`src/pmi_pkg.sv`:
```
// Notes on behaviour
// - Mode 00: serial receive data sampled on the internal recovered clock.
// - Mode 01: serial receive data sampled on the external serial receive clock.
// - Each serial transmit bit launched with the rising edge of the transmit clock out.
// - Serial transmit clock out: synthesizer in mode 00, external input in mode 01.
// - Parallel mode: receive byte sampled on rising edges of the parallel receive clock.
// - Parallel mode: transmit clock forwarded out, byte driven on its rising edges.
// - Mode 00, source field 10: synthesizer takes the parallel transmit clock input.
// - Medium alarm level mirrored to status; its change raises an interrupt event.
// - Configuration bit adds the medium alarm to loss-of-signal declaration.
// - Three alarm pins each show an ORed software-selected set of conditions.
// - In frame sync, 8 kHz frame pulse one receive system clock period wide.
// - Receive system clock is serial line clock divided by 8, parallel line clock undivided; stopped during reset.
// - Transmit system clock is serial line clock divided by 8, parallel line clock undivided; stopped during reset.
package pmi_pkg;
    ////////////////////////////////////////////////////////////////////////
    // Register byte offsets
    localparam logic [7:0] OFS_MODE_CFG = 8'h00;
    localparam logic [7:0] OFS_ALM_MASK = 8'h04;
    localparam logic [7:0] OFS_STATUS = 8'h08;
    localparam logic [7:0] OFS_IRQ_STAT = 8'h0c;
    localparam logic [7:0] OFS_IRQ_MASK = 8'h10;
    localparam logic [7:0] OFS_MAP_BASE = 8'h14;
    // Field positions and widths
    localparam int LOS_EN_BIT = 0;
    localparam int IRQ_ALM_BIT = 0;
    localparam int IRQ_LOS_BIT = 1;
    localparam int IRQ_W = 2;
    localparam int COND_W = 11;
    localparam int ALM_PINS = 3;
    localparam logic [1:0] TXSRC_PAR = 2'h2;
    // Reset values
    localparam logic [1:0] MODE_CFG_RST = 2'h0;
    localparam logic [COND_W-1:0] MAP_RST = 11'h000;
    localparam logic [IRQ_W-1:0] IRQ_MASK_RST = 2'h0;
    // Line clock edges per system clock period, system periods per frame
    localparam int DIV_RATIO = 8;
    localparam logic [2:0] BIT_LAST = 3'(DIV_RATIO - 1);
    localparam logic [1:0] HALF_LAST = 2'(DIV_RATIO / 2 - 1);
    localparam real SYS_CLK_MHZ = 19.44;
    localparam real FRAME_KHZ = 8.0;
    localparam logic [11:0] FRAME_LAST = 12'(int'(SYS_CLK_MHZ * 1000.0 / FRAME_KHZ) - 1);
    // AXI responses
    localparam logic [1:0] RESP_OKAY = 2'h0;
    localparam logic [1:0] RESP_SLVERR = 2'h2;
endpackage

```
`src/pmi_top.sv`:
```
// Decided for this implementation: the register addresses and the AXI4-Lite interface to the registers.
`timescale 1ns/10ps
`default_nettype none
module pmi_top
    import pmi_pkg::*;
(
    // Clock, reset, enable
    input wire logic aclk,
    input wire logic aresetn,
    input wire logic ce,
    // AXI4-Lite slave
    input wire logic [7:0] s_axi_awaddr,
    input wire logic s_axi_awvalid,
    output logic s_axi_awready,
    input wire logic [31:0] s_axi_wdata,
    input wire logic [3:0] s_axi_wstrb,
    input wire logic s_axi_wvalid,
    output logic s_axi_wready,
    output logic [1:0] s_axi_bresp,
    output logic s_axi_bvalid,
    input wire logic s_axi_bready,
    input wire logic [7:0] s_axi_araddr,
    input wire logic s_axi_arvalid,
    output logic s_axi_arready,
    output logic [31:0] s_axi_rdata,
    output logic [1:0] s_axi_rresp,
    output logic s_axi_rvalid,
    input wire logic s_axi_rready,
    output logic irq,
    // Mode pins and internal clock sources
    input wire logic [1:0] mode_sel,
    input wire logic recovered_clk_in,
    input wire logic synth_clk_in,
    output logic synth_ref_from_par,
    // Serial medium side
    input wire logic serial_rx_data_pos,
    input wire logic serial_rx_clk_pos,
    input wire logic serial_tx_clk_in_pos,
    output logic serial_tx_data_pos,
    output logic serial_tx_data_neg,
    output logic serial_tx_clk_out_pos,
    output logic serial_tx_clk_out_neg,
    // Parallel medium side
    input wire logic [7:0] par_rx_data,
    input wire logic par_rx_clk,
    input wire logic par_tx_clk_in,
    output logic [7:0] par_tx_data,
    output logic par_tx_clk_out,
    // Framer side
    output logic [7:0] rx_byte,
    output logic rx_byte_valid,
    input wire logic [7:0] tx_byte,
    output logic tx_byte_take,
    input wire logic frame_sync_in,
    output logic rx_frame_pulse,
    output logic rx_sys_clk_out,
    output logic tx_sys_clk_out,
    // Alarms
    input wire logic medium_alarm_in,
    input wire logic los_detect_in,
    input wire logic [COND_W-3:0] framer_cond_in,
    output logic los_declared,
    output logic [ALM_PINS-1:0] alarm_out_pins
);
    ////////////////////////////////////////////////////////////////////////
    // Registers and clock selection
    logic [1:0] mode_config_reg1;
    logic [0:0] alarm_condition_mask_reg;
    logic [IRQ_W-1:0] irq_stat_reg, irq_mask_reg, irq_set, irq_clr;
    logic [COND_W-1:0] map_reg [ALM_PINS];
    logic [COND_W-1:0] cond_vec;
    logic serial_mode, rx_clk_sel, tx_clk_sel, rx_rise, tx_rise, rx_clk_prev, tx_clk_prev;
    logic [2:0] rx_bit_cnt, tx_bit_cnt;
    logic [7:0] rx_shift, tx_shift, aw_addr;
    logic [11:0] frm_cnt;
    logic [31:0] w_data, rd_next;
    logic [3:0] w_strb;
    logic med_lvl_reg, aw_got, w_got, rd_err_next, wr_err, los_next;

    assign serial_mode = ~mode_sel[1];
    assign rx_clk_sel = mode_sel[1] ? par_rx_clk :
                        mode_sel[0] ? serial_rx_clk_pos : recovered_clk_in;
    assign tx_clk_sel = mode_sel[1] ? par_tx_clk_in :
                        mode_sel[0] ? serial_tx_clk_in_pos : synth_clk_in;
    assign rx_rise = rx_clk_sel & ~rx_clk_prev;
    assign tx_rise = tx_clk_sel & ~tx_clk_prev;

    ////////////////////////////////////////////////////////////////////////
    // Receive path
    always_ff @(posedge aclk) begin
        if (!aresetn) begin
            {rx_clk_prev, rx_bit_cnt, rx_shift, rx_byte, rx_byte_valid, rx_sys_clk_out} <= '0;
        end else if (ce) begin
            rx_clk_prev <= rx_clk_sel;
            rx_byte_valid <= 1'b0;
            if (rx_rise && serial_mode) begin
                rx_shift <= {rx_shift[6:0], serial_rx_data_pos};
                rx_bit_cnt <= rx_bit_cnt + 3'h1;
                if (rx_bit_cnt == BIT_LAST) begin
                    rx_byte <= {rx_shift[6:0], serial_rx_data_pos};
                    rx_byte_valid <= 1'b1;
                end
                if (rx_bit_cnt[1:0] == HALF_LAST) begin
                    rx_sys_clk_out <= ~rx_sys_clk_out;
                end
            end else if (rx_rise) begin
                rx_byte <= par_rx_data;
                rx_byte_valid <= 1'b1;
            end
            // parallel line clock already at system rate
            if (!serial_mode) begin
                rx_sys_clk_out <= rx_clk_sel;
            end
        end
    end

    // Frame pulse, one system period every frame
    always_ff @(posedge aclk) begin
        if (!aresetn) begin
            {frm_cnt, rx_frame_pulse} <= '0;
        end else if (ce && rx_byte_valid) begin
            frm_cnt <= (frm_cnt == FRAME_LAST) ? 12'h000 : frm_cnt + 12'h001;
            rx_frame_pulse <= frame_sync_in && (frm_cnt == FRAME_LAST);
        end
    end

    ////////////////////////////////////////////////////////////////////////
    // Transmit path
    always_ff @(posedge aclk) begin
        if (!aresetn) begin
            {tx_clk_prev, tx_bit_cnt, tx_shift, tx_byte_take, serial_tx_data_pos} <= '0;
            {serial_tx_clk_out_pos, serial_tx_clk_out_neg, par_tx_data, par_tx_clk_out} <= '0;
            {tx_sys_clk_out, synth_ref_from_par} <= '0;
            serial_tx_data_neg <= 1'b1;
        end else if (ce) begin
            tx_clk_prev <= tx_clk_sel;
            tx_byte_take <= 1'b0;
            // serial clock out follows chosen source
            serial_tx_clk_out_pos <= serial_mode & tx_clk_sel;
            serial_tx_clk_out_neg <= serial_mode & ~tx_clk_sel;
            par_tx_clk_out <= mode_sel[1] & par_tx_clk_in;
            synth_ref_from_par <= (mode_sel == 2'b00) &&
                                  (mode_config_reg1 == TXSRC_PAR);
            if (tx_rise && serial_mode) begin
                serial_tx_data_pos <= tx_shift[7];
                serial_tx_data_neg <= ~tx_shift[7];
                tx_shift <= {tx_shift[6:0], 1'b0};
                tx_bit_cnt <= tx_bit_cnt + 3'h1;
                if (tx_bit_cnt == BIT_LAST) begin
                    tx_shift <= tx_byte;
                    tx_byte_take <= 1'b1;
                end
                if (tx_bit_cnt[1:0] == HALF_LAST) begin
                    tx_sys_clk_out <= ~tx_sys_clk_out;
                end
            end else if (tx_rise) begin
                par_tx_data <= tx_byte;
                tx_byte_take <= 1'b1;
            end
            if (!serial_mode) begin
                tx_sys_clk_out <= tx_clk_sel;
            end
        end
    end

    ////////////////////////////////////////////////////////////////////////
    // Alarms and interrupt events
    assign cond_vec = {framer_cond_in, los_declared, med_lvl_reg};
    // medium alarm joins loss of signal
    assign los_next = los_detect_in |
                      (alarm_condition_mask_reg[LOS_EN_BIT] & medium_alarm_in);
    assign irq_set = {los_next & ~los_declared, medium_alarm_in ^ med_lvl_reg};
    assign irq_clr = (aw_got && w_got && !s_axi_bvalid && aw_addr == OFS_IRQ_STAT
                      && w_strb[0]) ? w_data[IRQ_W-1:0] : 2'h0;

    always_ff @(posedge aclk) begin
        if (!aresetn) begin
            {med_lvl_reg, los_declared, irq_stat_reg, irq} <= '0;
        end else if (ce) begin
            // mirror level, set wins over clear
            med_lvl_reg <= medium_alarm_in;
            los_declared <= los_next;
            irq_stat_reg <= (irq_stat_reg & ~irq_clr) | irq_set;
            irq <= |(((irq_stat_reg & ~irq_clr) | irq_set) & irq_mask_reg);
        end
    end

    // Alarm pins, one selectable OR per pin
    for (genvar p = 0; p < ALM_PINS; p++) begin : g_alm
        always_ff @(posedge aclk) begin
            if (!aresetn) begin
                alarm_out_pins[p] <= 1'b0;
            end else if (ce) begin
                alarm_out_pins[p] <= |(cond_vec & map_reg[p]);
            end
        end
    end

    ////////////////////////////////////////////////////////////////////////
    // AXI4-Lite write side
    // Map is contiguous from zero, so an aligned word past the last map is unmapped
    assign wr_err = aw_addr > OFS_MAP_BASE + 8'h08;

    always_ff @(posedge aclk) begin
        if (!aresetn) begin
            {aw_got, w_got, aw_addr, w_data, w_strb} <= '0;
            {s_axi_awready, s_axi_wready, s_axi_bvalid} <= '0;
            s_axi_bresp <= RESP_OKAY;
            mode_config_reg1 <= MODE_CFG_RST;
            alarm_condition_mask_reg <= 1'b0;
            irq_mask_reg <= IRQ_MASK_RST;
            map_reg <= '{default: MAP_RST};
        end else if (ce) begin
            s_axi_awready <= !aw_got && !(s_axi_awvalid && s_axi_awready);
            s_axi_wready <= !w_got && !(s_axi_wvalid && s_axi_wready);
            if (s_axi_awvalid && s_axi_awready) begin
                aw_got <= 1'b1;
                aw_addr <= {s_axi_awaddr[7:2], 2'b00};
            end
            if (s_axi_wvalid && s_axi_wready) begin
                w_got <= 1'b1;
                w_data <= s_axi_wdata;
                w_strb <= s_axi_wstrb;
            end
            if (aw_got && w_got && !s_axi_bvalid) begin
                s_axi_bvalid <= 1'b1;
                s_axi_bresp <= wr_err ? RESP_SLVERR : RESP_OKAY;
                if (w_strb[0]) begin
                    unique case (aw_addr)
                        OFS_MODE_CFG: mode_config_reg1 <= w_data[1:0];
                        OFS_ALM_MASK: alarm_condition_mask_reg <= w_data[0:0];
                        OFS_IRQ_MASK: irq_mask_reg <= w_data[IRQ_W-1:0];
                        default: ;
                    endcase
                end
                for (int i = 0; i < ALM_PINS; i++) begin
                    if (aw_addr == OFS_MAP_BASE + 8'(4 * i)) begin
                        if (w_strb[0]) map_reg[i][7:0] <= w_data[7:0];
                        if (w_strb[1]) map_reg[i][COND_W-1:8] <= w_data[COND_W-1:8];
                    end
                end
            end
            if (s_axi_bvalid && s_axi_bready) begin
                s_axi_bvalid <= 1'b0;
                aw_got <= 1'b0;
                w_got <= 1'b0;
            end
        end
    end

    ////////////////////////////////////////////////////////////////////////
    // AXI4-Lite read side
    always_comb begin
        rd_next = 32'h0000_0000;
        rd_err_next = 1'b0;
        unique case ({s_axi_araddr[7:2], 2'b00})
            OFS_MODE_CFG: rd_next[1:0] = mode_config_reg1;
            OFS_ALM_MASK: rd_next[0] = alarm_condition_mask_reg[0];
            OFS_STATUS: rd_next[4:0] = {frame_sync_in, mode_sel, los_declared, med_lvl_reg};
            OFS_IRQ_STAT: rd_next[IRQ_W-1:0] = irq_stat_reg;
            OFS_IRQ_MASK: rd_next[IRQ_W-1:0] = irq_mask_reg;
            OFS_MAP_BASE: rd_next[COND_W-1:0] = map_reg[0];
            OFS_MAP_BASE + 8'h04: rd_next[COND_W-1:0] = map_reg[1];
            OFS_MAP_BASE + 8'h08: rd_next[COND_W-1:0] = map_reg[2];
            default: rd_err_next = 1'b1;
        endcase
    end

    always_ff @(posedge aclk) begin
        if (!aresetn) begin
            {s_axi_arready, s_axi_rvalid, s_axi_rdata} <= '0;
            s_axi_rresp <= RESP_OKAY;
        end else if (ce) begin
            s_axi_arready <= !s_axi_rvalid && !(s_axi_arvalid && s_axi_arready);
            if (s_axi_arvalid && s_axi_arready) begin
                s_axi_rvalid <= 1'b1;
                s_axi_rdata <= rd_next;
                s_axi_rresp <= rd_err_next ? RESP_SLVERR : RESP_OKAY;
            end else if (s_axi_rvalid && s_axi_rready) begin
                s_axi_rvalid <= 1'b0;
            end
        end
    end
endmodule // pmi_top
`default_nettype wire

```
`config.mk`:
```
export PLATFORM = sky130hd
export DESIGN_NAME = pmi_top
export DESIGN_NICKNAME = d
export VERILOG_FILES = /design/src/pmi_pkg.sv /design/src/pmi_top.sv
export SDC_FILE = /design/constraint.sdc
export NUM_CORES = 1
export LEC_CHECK = 0
export BUFFER_PORTS_ARGS = -buffer_cell sky130_fd_sc_hd__clkbuf_2
export CAP_MARGIN = 20
export CORE_MARGIN = 5
export CORE_UTILIZATION = 45
export CTS_CLUSTER_DIAMETER = 40
export CTS_CLUSTER_SIZE = 20
export DETAILED_ROUTE_END_ITERATION = 7
export GPL_TIMING_DRIVEN = 0
export HOLD_SLACK_MARGIN = 0.02
export PLACE_DENSITY = 0.7
export SLEW_MARGIN = 0
export SYNTH_ARGS = -nofsm -noshare
export SYNTH_HDL_FRONTEND = slang
export SYNTH_SLANG_ARGS = --single-unit
```
`constraint.sdc`:
```
create_clock -name aclk -period 4.7 [get_ports aclk]
set_clock_uncertainty 0.05 [all_clocks]
set_input_delay 0.47 -clock aclk [delete_from_list [all_inputs] [get_ports aclk]]
set_output_delay 0.47 -clock aclk [all_outputs]
set_load 0.01 [all_outputs]
```
# After elaboration in Yosys (flattened, before gate mapping)
# Index checks and enable logic that the tools add are counted.
# word_totals
regBits	149
word_cells	198
out_inout_bits	73
inputBits	97
# classes
addsub	3
mux	36
n_lt_le_gt_ge	1
n_eq_ne	20
n_bitwise	25
reduce_logical	64
# op_table
op	n
6-bit by 3-bit equality test with 1-bit output (second input constant)	8
4-bit AND reduction	9
11-bit AND	3
11-bit OR reduction	3
8-bit two-way mux	4
1-bit two-way mux	24
2-bit AND reduction	10
6-bit by 2-bit equality test with 1-bit output (second input constant)	3
6-bit one-hot mux with 3 select lines	1
2-bit nonzero test	9
1-bit logical AND	17
12-bit by 1-bit adder with 12-bit output (second input constant)	1
12-bit equality test (second input constant)	1
6-bit by 1-bit equality test with 1-bit output (second input constant)	2
12-bit two-way mux	1
3-bit one-hot mux with 4 select lines	1
3-bit AND reduction	4
1-bit NOT	9
8-bit by 5-bit greater-than comparator with 1-bit output (second input constant)	1
8-bit logical NOT	1
1-bit one-hot mux with 8 select lines	1
8-bit OR reduction	1
1-bit AND	7
1-bit logical NOT	7
other kinds (14)	21

# Depth between registers and ports, before layout
# Gate-level depths: netlist (run 1).
# depth
ltp_word	10
mapped_depth	7
ltp_nobuf	6

# Least setup slack after synthesis (run 1)
# OpenSTA, ideal clock, no wires.
# synth_timing
path_type	input to register
startpoint	input s_axi_araddr[2]
endpoint	register s_axi_rdata[3]
t_required_ns	4.533
n_path_buf	2
path_stages	6
slack_ns	2.993
t_arrival_ns	1.540
setup_time_ns	0.117
path_cell_list	buf_2 -> nor2b_1 -> clkbuf_1 -> a22o_1 -> a22o_1 -> a32o_1
# synth_via
elab_chain_len	2
word_cells_on_any_way	5
classes_between	eq/ne: 4; mux: 1
# synth_lines
element	line	source
start, declared	pmi_top.sv:22	input wire logic [7:0] s_axi_araddr,
6-bit by 3-bit equality test with 1-bit output / 6-bit by 2-bit equality test with 1-bit output (equally long branches)	pmi_top.sv:256	unique case ({s_axi_araddr[7:2], 2'b00})
3-bit one-hot mux with 4 select lines *	pmi_top.sv:256	
end signal, assigned	pmi_top.sv:277	s_axi_rdata <= rd_next;
end, declared	pmi_top.sv:25	output logic [31:0] s_axi_rdata,
# Mark *: on every way between the ends. The rest lies on a longest branch, timed or not.
# A chain may end at the register's enable or synchronous reset.

# Worst setup path in the final report (run 1)
# layout_timing
startpoint	register aw_addr[5]
endpoint	register map_reg[1] (netlist name)
# layout_via
elab_chain_len	2
# layout_lines
element	line	source
start, declared	pmi_top.sv:74	logic [7:0] rx_shift, tx_shift, aw_addr;
start signal, assigned	pmi_top.sv:218	aw_addr <= {s_axi_awaddr[7:2], 2'b00};
6-bit by 3-bit equality test with 1-bit output	pmi_top.sv:237	if (aw_addr == OFS_MAP_BASE + 8'(4 * i)) begin
4-bit AND reduction (no source line)	--	
end signal, assigned by index	pmi_top.sv:238	if (w_strb[0]) map_reg[i][7:0] <= w_data[7:0];
end signal, assigned by index	pmi_top.sv:239	if (w_strb[1]) map_reg[i][COND_W-1:8] <= w_data[COND_W-1:8];
end, declared	pmi_top.sv:70	logic [COND_W-1:0] map_reg [ALM_PINS];
# No other way between the ends.

==> results of run 1 <==
==> how the worst max path moves through the flow <==
| stage | startpoint | endpoint | slack (ns) | cells past startpoint |
|---|---|---|---|---|
| 5_1_grt | aw_addr[5] | map_reg[17] | 2.60 | 5 |
| 3_3_place_gp | ce | s_axi_rdata[3] | 2.50 | 6 |
| 2_1_floorplan | s_axi_araddr[2] | s_axi_rdata[3] | 2.99 | 6 |
| 6_report | aw_addr[5] | map_reg[1] | 2.74 | 5 |
| 4_1_cts | aw_addr[5] | map_reg[0] | 2.76 | 5 |
| 3_5_place_dp | ce | rx_byte[7] | 2.48 | 7 |
==> report_power, final <==
group | internal [mW] | switching (mW) | leakage (nW) | total (mW)
logic | 0.0933 | 0.139 | 1.77 | 0.233
clock network | 0.939 | 0.529 | 0.310 | 1.47
registers | 1.27 | 0.0236 | 1.19 | 1.30
total | 2.31 | 0.692 | 3.27 | 3.00
==> worst min-delay path, stage by stage <==
cell      delay [ns]
clkbuf_2        0.08
nand2_1         0.05
a21oi_1         0.05
==> cell families after synthesis <==
logic type                 count (synthesis)  share of synthesized area
and+or+nand+nor                          263                      0.194
AOI/OAI and AO/OA                        164                      0.159
DFF                                      147                      0.449
buffers and inverters                     76                     0.0602
muxes                                     66                      0.107
xor gates and xnor gates                  14                     0.0187
adders and majority gates                  6                     0.0115
other                                      1                   0.000573
==> layout by cell type (no fill, tap or decap), types with 8 or more instances in the layout <==
| cell | instances |
|---|---|
| a21oi_1 | 51 |
| nor2_1 | 66 |
| xnor2_1 | 8 |
| a22o_1 | 8 |
| nand3_1 | 37 |
| clkbuf_2 | 117 |
| mux2i_1 | 56 |
| clkbuf_1 | 29 |
| nand4_1 | 11 |
| a22oi_1 | 16 |
| clkbuf_16 | 17 |
| conb_1 | 23 |
| buf_4 | 25 |
| nand2_1 | 98 |
| dfxtp_1 | 147 |
| buf_2 | 12 |
| a211oi_1 | 9 |
| o21ai_0 | 42 |
==> Yosys cell counts, types with 6 or more instances <==
library cell,n,share of area
buf_4,25,0.029
mux2_2,7,0.012
nand2_1,98,0.056
a22oi_1,16,0.018
clkbuf_1,28,0.016
a2bb2oi_1,6,0.0080
o21ai_0,42,0.032
dfxtp_1,147,0.45
xnor2_1,8,0.011
nand4_1,11,0.011
buf_2,12,0.0092
and3_1,6,0.0057
nor2_1,66,0.038
a22o_1,8,0.011
nand3_1,37,0.028
a21oi_1,51,0.039
a211oi_1,9,0.010
xor2_1,6,0.0080
ha_1,6,0.011
mux2i_1,56,0.086
==> through the flow <==
step | setup slack [ns] | area (um^2) | hold slack (ns) | std cells
floorplan | 2.99 | 6630 | 0.381 | 759
global placement | 2.50 | 7450 | 0.393 | 1060
detailed placement | 2.48 | 7450 | 0.398 | 1060
CTS | 2.76 | 8090 | 0.199 | 1091
global route | 2.60 | 8090 | 0.215 | 1091
finish | 2.74 | 8090 | 0.217 | 1091
==> metal layers <==
layer / vias to the layer above / part of all wire
met5: - / 0
met3: 34 / 0.070
li1: 2914 / -
met2: 220 / 0.46
met4: 0 / 0.021
met1: 2744 / 0.45
==> layout make-up <==
class,instances,share of cell area
Timing Repair Buffer,117,0.0724
Inverter,6,0.00279
Clock buffer,18,0.0531
Clock inverter,13,0.0257
Tap cell,184,0.0285
Multi-Input combinational cell,536,0.408
Sequential cell,147,0.364
Buffer,70,0.0460
==> run metrics, run 1 <==
max FFs per register=33; latest clock arrival within the worst-skew pair=0.42 ns; synth unique cells=62; Die X=131 um; fin crit period=1.96 ns; status=finished, final reports clean; worst path bufs/invs=1; Max Cap Viol=0; Clock Tree Buf Depth=2; Worst Path Required=4.95 ns; critical path start-end classification=reg2reg; area occupied by multi-input gates=3300 um^2; ys async rst share=0; Final Power=3.00 mW; Post-Syn Area per Cell=8.89 um^2; Rel. slew slack=0.537; port bufs=117; GRT Residual Overflow=0; Post-synth EDFFs=0; Post-Route WL=17.9 mm; synthesized area=6550 um^2; GRT met1 Usage=0.282; HPWL Detailed=13.5 mm; CTS tree=built; Ys Warns=0; worst-path cell chain=nor3_2, nand4_1, clkbuf_1, nand3_1, o21ai_0; area taken by flip-flops and latches=2940 um^2; Final Core Density=0.561; Fill cells=1335; Max rail drop VDD=0.280 mV; initial cell density of the core=0.454; CTS Buf Count=17; Post-layout nets=998; hold crit path type=in2reg; r2r endpoint=map_reg[1]; power density cells=371 nW/um^2; global routing usage on met2=0.330; post-cts resize count=0; Hold Path Origin=s_axi_wdata[4]; Max Clk Rate=509 MHz; depth of the CTS H-tree=4; busiest layer in global routing=met2; share of layout cells above drive strength 1=0.224; Final Hold Viols=0; post-synthesis cell count=737; drt pass-1 iters=5; ys flop type=dfxtp_1; Max Slew Vio Count=0; Largest delay share family, worst path=simple AND/OR/NAND/NOR gates; DRC violations left=0; largest net degree at the start of global routing=17; critical path fanouts, max=10; Core Area=14400 um^2; CTS root buf=clkbuf_16; Final TNS setup=0 ns; vias in the first global route=5433; Post-CTS Hold Buffers=0; Die Ht=131 um; wire per inst=16.4 um; via count=5912; area grow syn2layout=23.4%; row count=44; Critical Path End Type=flip-flop; global-route wire length before repair=28.0 mm; Critical R2R Launch=aw_addr[5]; register area share after synthesis=0.449; n_diodes=0; Hold Path End=w_data[4]; critical path startpoint category=flip-flop; Final ANT Viol Nets=0; #FFs+latches synth=147; gr usage total=0.210; Final period util=0.418; Slowest-stage cell, CP=nor3_2; hold depth=3; WP data arrival=2.21 ns; Least-Margin Pin Slew=0.688 ns; initial antenna violation count=0; total clock sinks=147; die area=17100 um^2; RD Place Congestion=0.947; Critical Path Max Stage Delay=0.52 ns; Starting DRT DRC Count=384; unrepaired setup endpoints after global routing=false; Post-CTS Setup Repair Bufs=0; I/O Pins=170; cells on worst reg2reg path=5; Setup-failing EPs final=0; vias per cell=5.42; LEAKAGE=3.27 nW; CTS clk-pin slew, worst paths=0.06 ns; GR Layer Usage met3=0.0476; FF-to-FF setup slack=2.74 ns
(Power assumes the default switching activity.)
==> run 2: changes to the inputs <==
==> constraint.sdc (replaced) <==
create_clock -name aclk -period 2 [get_ports aclk]
set_clock_uncertainty 0.05 [all_clocks]
set_input_delay 0.2 -clock aclk [delete_from_list [all_inputs] [get_ports aclk]]
set_output_delay 0.2 -clock aclk [all_outputs]
set_load 0.01 [all_outputs]
==> run 2 against run 1 <==
  * Die area stayed put
  * Final area is 4.8% higher
  * Flip-flop and latch count stayed put
  * Combinational power grew to 2.6 times the previous value
  * Hold slack worse by 0.18 ns
==> run metrics, run 2 (synthesized netlist as in run 1, its figures left out) <==
met1 WL=8.25 mm (was 8.10 mm); gr usage total=0.214 (was 0.210); routed length on met2=8.43 mm (was 8.14 mm); Max Cap Viol=0 (unchanged); Critical Path End Type=flip-flop (unchanged); WL met3=1.16 mm (was 1.25 mm); RD Place Congestion=0.947 (unchanged); Final Power=7.11 mW (was 3.00 mW); share of layout cells above drive strength 1=0.217 (was 0.224); via count=6036 (was 5912); commonest non-fill, non-tap cell in the layout=dfxtp_1 (unchanged); clock share of power=0.486 (was 0.490); Comb pwr share=0.085 (was 0.078); global-route wire length before repair=28.7 mm (was 28.0 mm); Switching Power=1.64 mW (was 0.692 mW); Max Clk Rate=533 MHz (was 509 MHz); Max Slew Vio Count=0 (unchanged); I/O Pins=170 (unchanged); largest net degree at the start of global routing=17 (unchanged); Final TNS setup=0 ns (unchanged); drt pass-1 iters=5 (unchanged); power density cells=839 nW/um^2 (was 371 nW/um^2); Post-Route WL=18.2 mm (was 17.9 mm); HPWL Detailed=13.5 mm (unchanged); initial antenna violation count=0 (unchanged); Final Hold Viols=0 (unchanged); wire per inst=16.1 um (was 16.4 um); Worst Hold Slack=0.0395 ns (was 0.217 ns); port bufs=117 (unchanged); Worst Path Required=2.30 ns (was 4.95 ns); CTS clk-pin slew, worst paths=0.06 ns (about the same); Die Ht=131 um (unchanged); Rel. slew slack=0.520 (was 0.537); Max rail drop VDD=0.661 mV (was 0.280 mV); unrepaired setup endpoints after global routing=false (unchanged); DRC violations left=0 (unchanged); switching share of power=0.231 (about the same); most frequent cells in the layout=dfxtp_1 (147), clkbuf_2 (118), nand2_1 (98), nor2_1 (66), mux2i_1 (56) (was dfxtp_1 (147), clkbuf_2 (117), nand2_1 (98), nor2_1 (66), mux2i_1 (56)); Critical Path Max Stage Delay=0.61 ns (was 0.52 ns); Final ANT Viol Nets=0 (unchanged); Highest Signal Layer=met4 (unchanged); max FFs per register=33 (unchanged); n_diodes=0 (unchanged); Die X=131 um (unchanged); Largest delay share family, worst path=simple AND/OR/NAND/NOR gates (unchanged); Post-layout nets=1036 (was 998); latest clock arrival within the worst-skew pair=0.42 ns (about the same); row count=44 (unchanged); hold crit path type=in2reg (unchanged); critical path startpoint category=flip-flop (unchanged); depth of the CTS H-tree=4 (unchanged); internal power=5.47 mW (was 2.31 mW); initial cell density of the core=0.454 (unchanged); Setup-failing EPs final=0 (unchanged); Core Area=14400 um^2 (unchanged); Slowest-stage cell, CP=nor4_1 (was nor3_2); CTS root buf=clkbuf_16 (unchanged); GRT Residual Overflow=0 (unchanged); critical path start-end classification=reg2reg (unchanged); Final period util=0.938 (was 0.418); CTS tree=built (unchanged); die area=17100 um^2 (unchanged); Final Core Density=0.587 (was 0.561); status=finished, final reports clean (unchanged); fin crit period=1.88 ns (was 1.96 ns); Clock Tree Buf Depth=2 (unchanged); Least-Margin Pin Slew=0.713 ns (was 0.688 ns); WP data arrival=2.18 ns (was 2.21 ns); worst-path cell chain=and3b_1, buf_2, nand2_1, nor4_1, mux2i_1 (was nor3_2, nand4_1, clkbuf_1, nand3_1, o21ai_0); area grow syn2layout=29.3% (was 23.4%); critical path fanouts, max=10 (unchanged); total clock sinks=147 (unchanged); worst path bufs/invs=1 (unchanged); vias per cell=5.35 (was 5.42); LEAKAGE=3.44 nW (was 3.27 nW); Starting DRT DRC Count=372 (was 384); vias in the first global route=5548 (was 5433); CTS Buf Count=17 (unchanged); Seq pwr share=0.429 (was 0.433)
## run 2: cell count changes in the layout (fill, tap and decap cells not counted), sizes merged
cell and change:
buf +1, dlygate4sd3 +37
## run 2: final cells by class
cell class | count | area (um^2)
multi-input cells | 536 | 3300
well taps | 184 | 230
repair buffers | 155 | 963
plain buffers | 70 | 373
flip-flops and latches | 147 | 2940
inverters | 6 | 22.5
fillers | 1294 | 5950
clock inverters | 13 | 208
clock buffers | 18 | 429
## run 2: per-layer routing
layer / GRT usage / vias up
li1: - / 2990
met5: 0 / -
met2: 0.343 / 219
met1: 0.287 / 2791
met4: 0.0805 / 0
met3: 0.0427 / 36
## run 2: metrics by stage
step / instances / setup slack, ns / instance area, um^2
floorplan: 759 / 0.466 / 6630
global route: 1129 / 0.0145 / 8470
global placement: 1060 / 0.0689 / 7450
detailed placement: 1060 / 0.0506 / 7450
finish: 1129 / 0.125 / 8470
CTS: 1128 / 0.0647 / 8460
## run 2: final timing paths
check | start | to | slack, ns | cells past startpoint
setup / recovery | s_axi_bvalid | mode_config_reg1[1] | 0.12 | 5
hold reg to reg | par_tx_data[4] | par_tx_data[4] | 0.40 | 2
hold / removal | par_rx_data[1] | rx_byte[1] | 0.04 | 3
setup reg to reg | s_axi_bvalid | mode_config_reg1[1] | 0.12 | 5
## run 2: what timing repair did
item | in CTS | in global routing
resized for setup | 0 | 3
hold endpoints to repair | 39 | 0
setup buffers | 0 | 1
hold buffers | 37 | 0
setup endpoints to repair | 0 | 16
## run 2: power groups by stage
stage	logic [mW]	clock network, mW	registers (mW)
after CTS	0.602	3.50	3.05
after global routing	0.662	3.61	3.06
after detailed placement	0.543	0	3.11
final	0.605	3.46	3.05
after floorplan	0.323	0	3.11
after global placement	0.539	0	3.11
## run 2: worst min-delay path, stage by stage
cell	delay (ns)
clkbuf_2	0.08
mux2i_1	0.06
a21oi_1	0.13
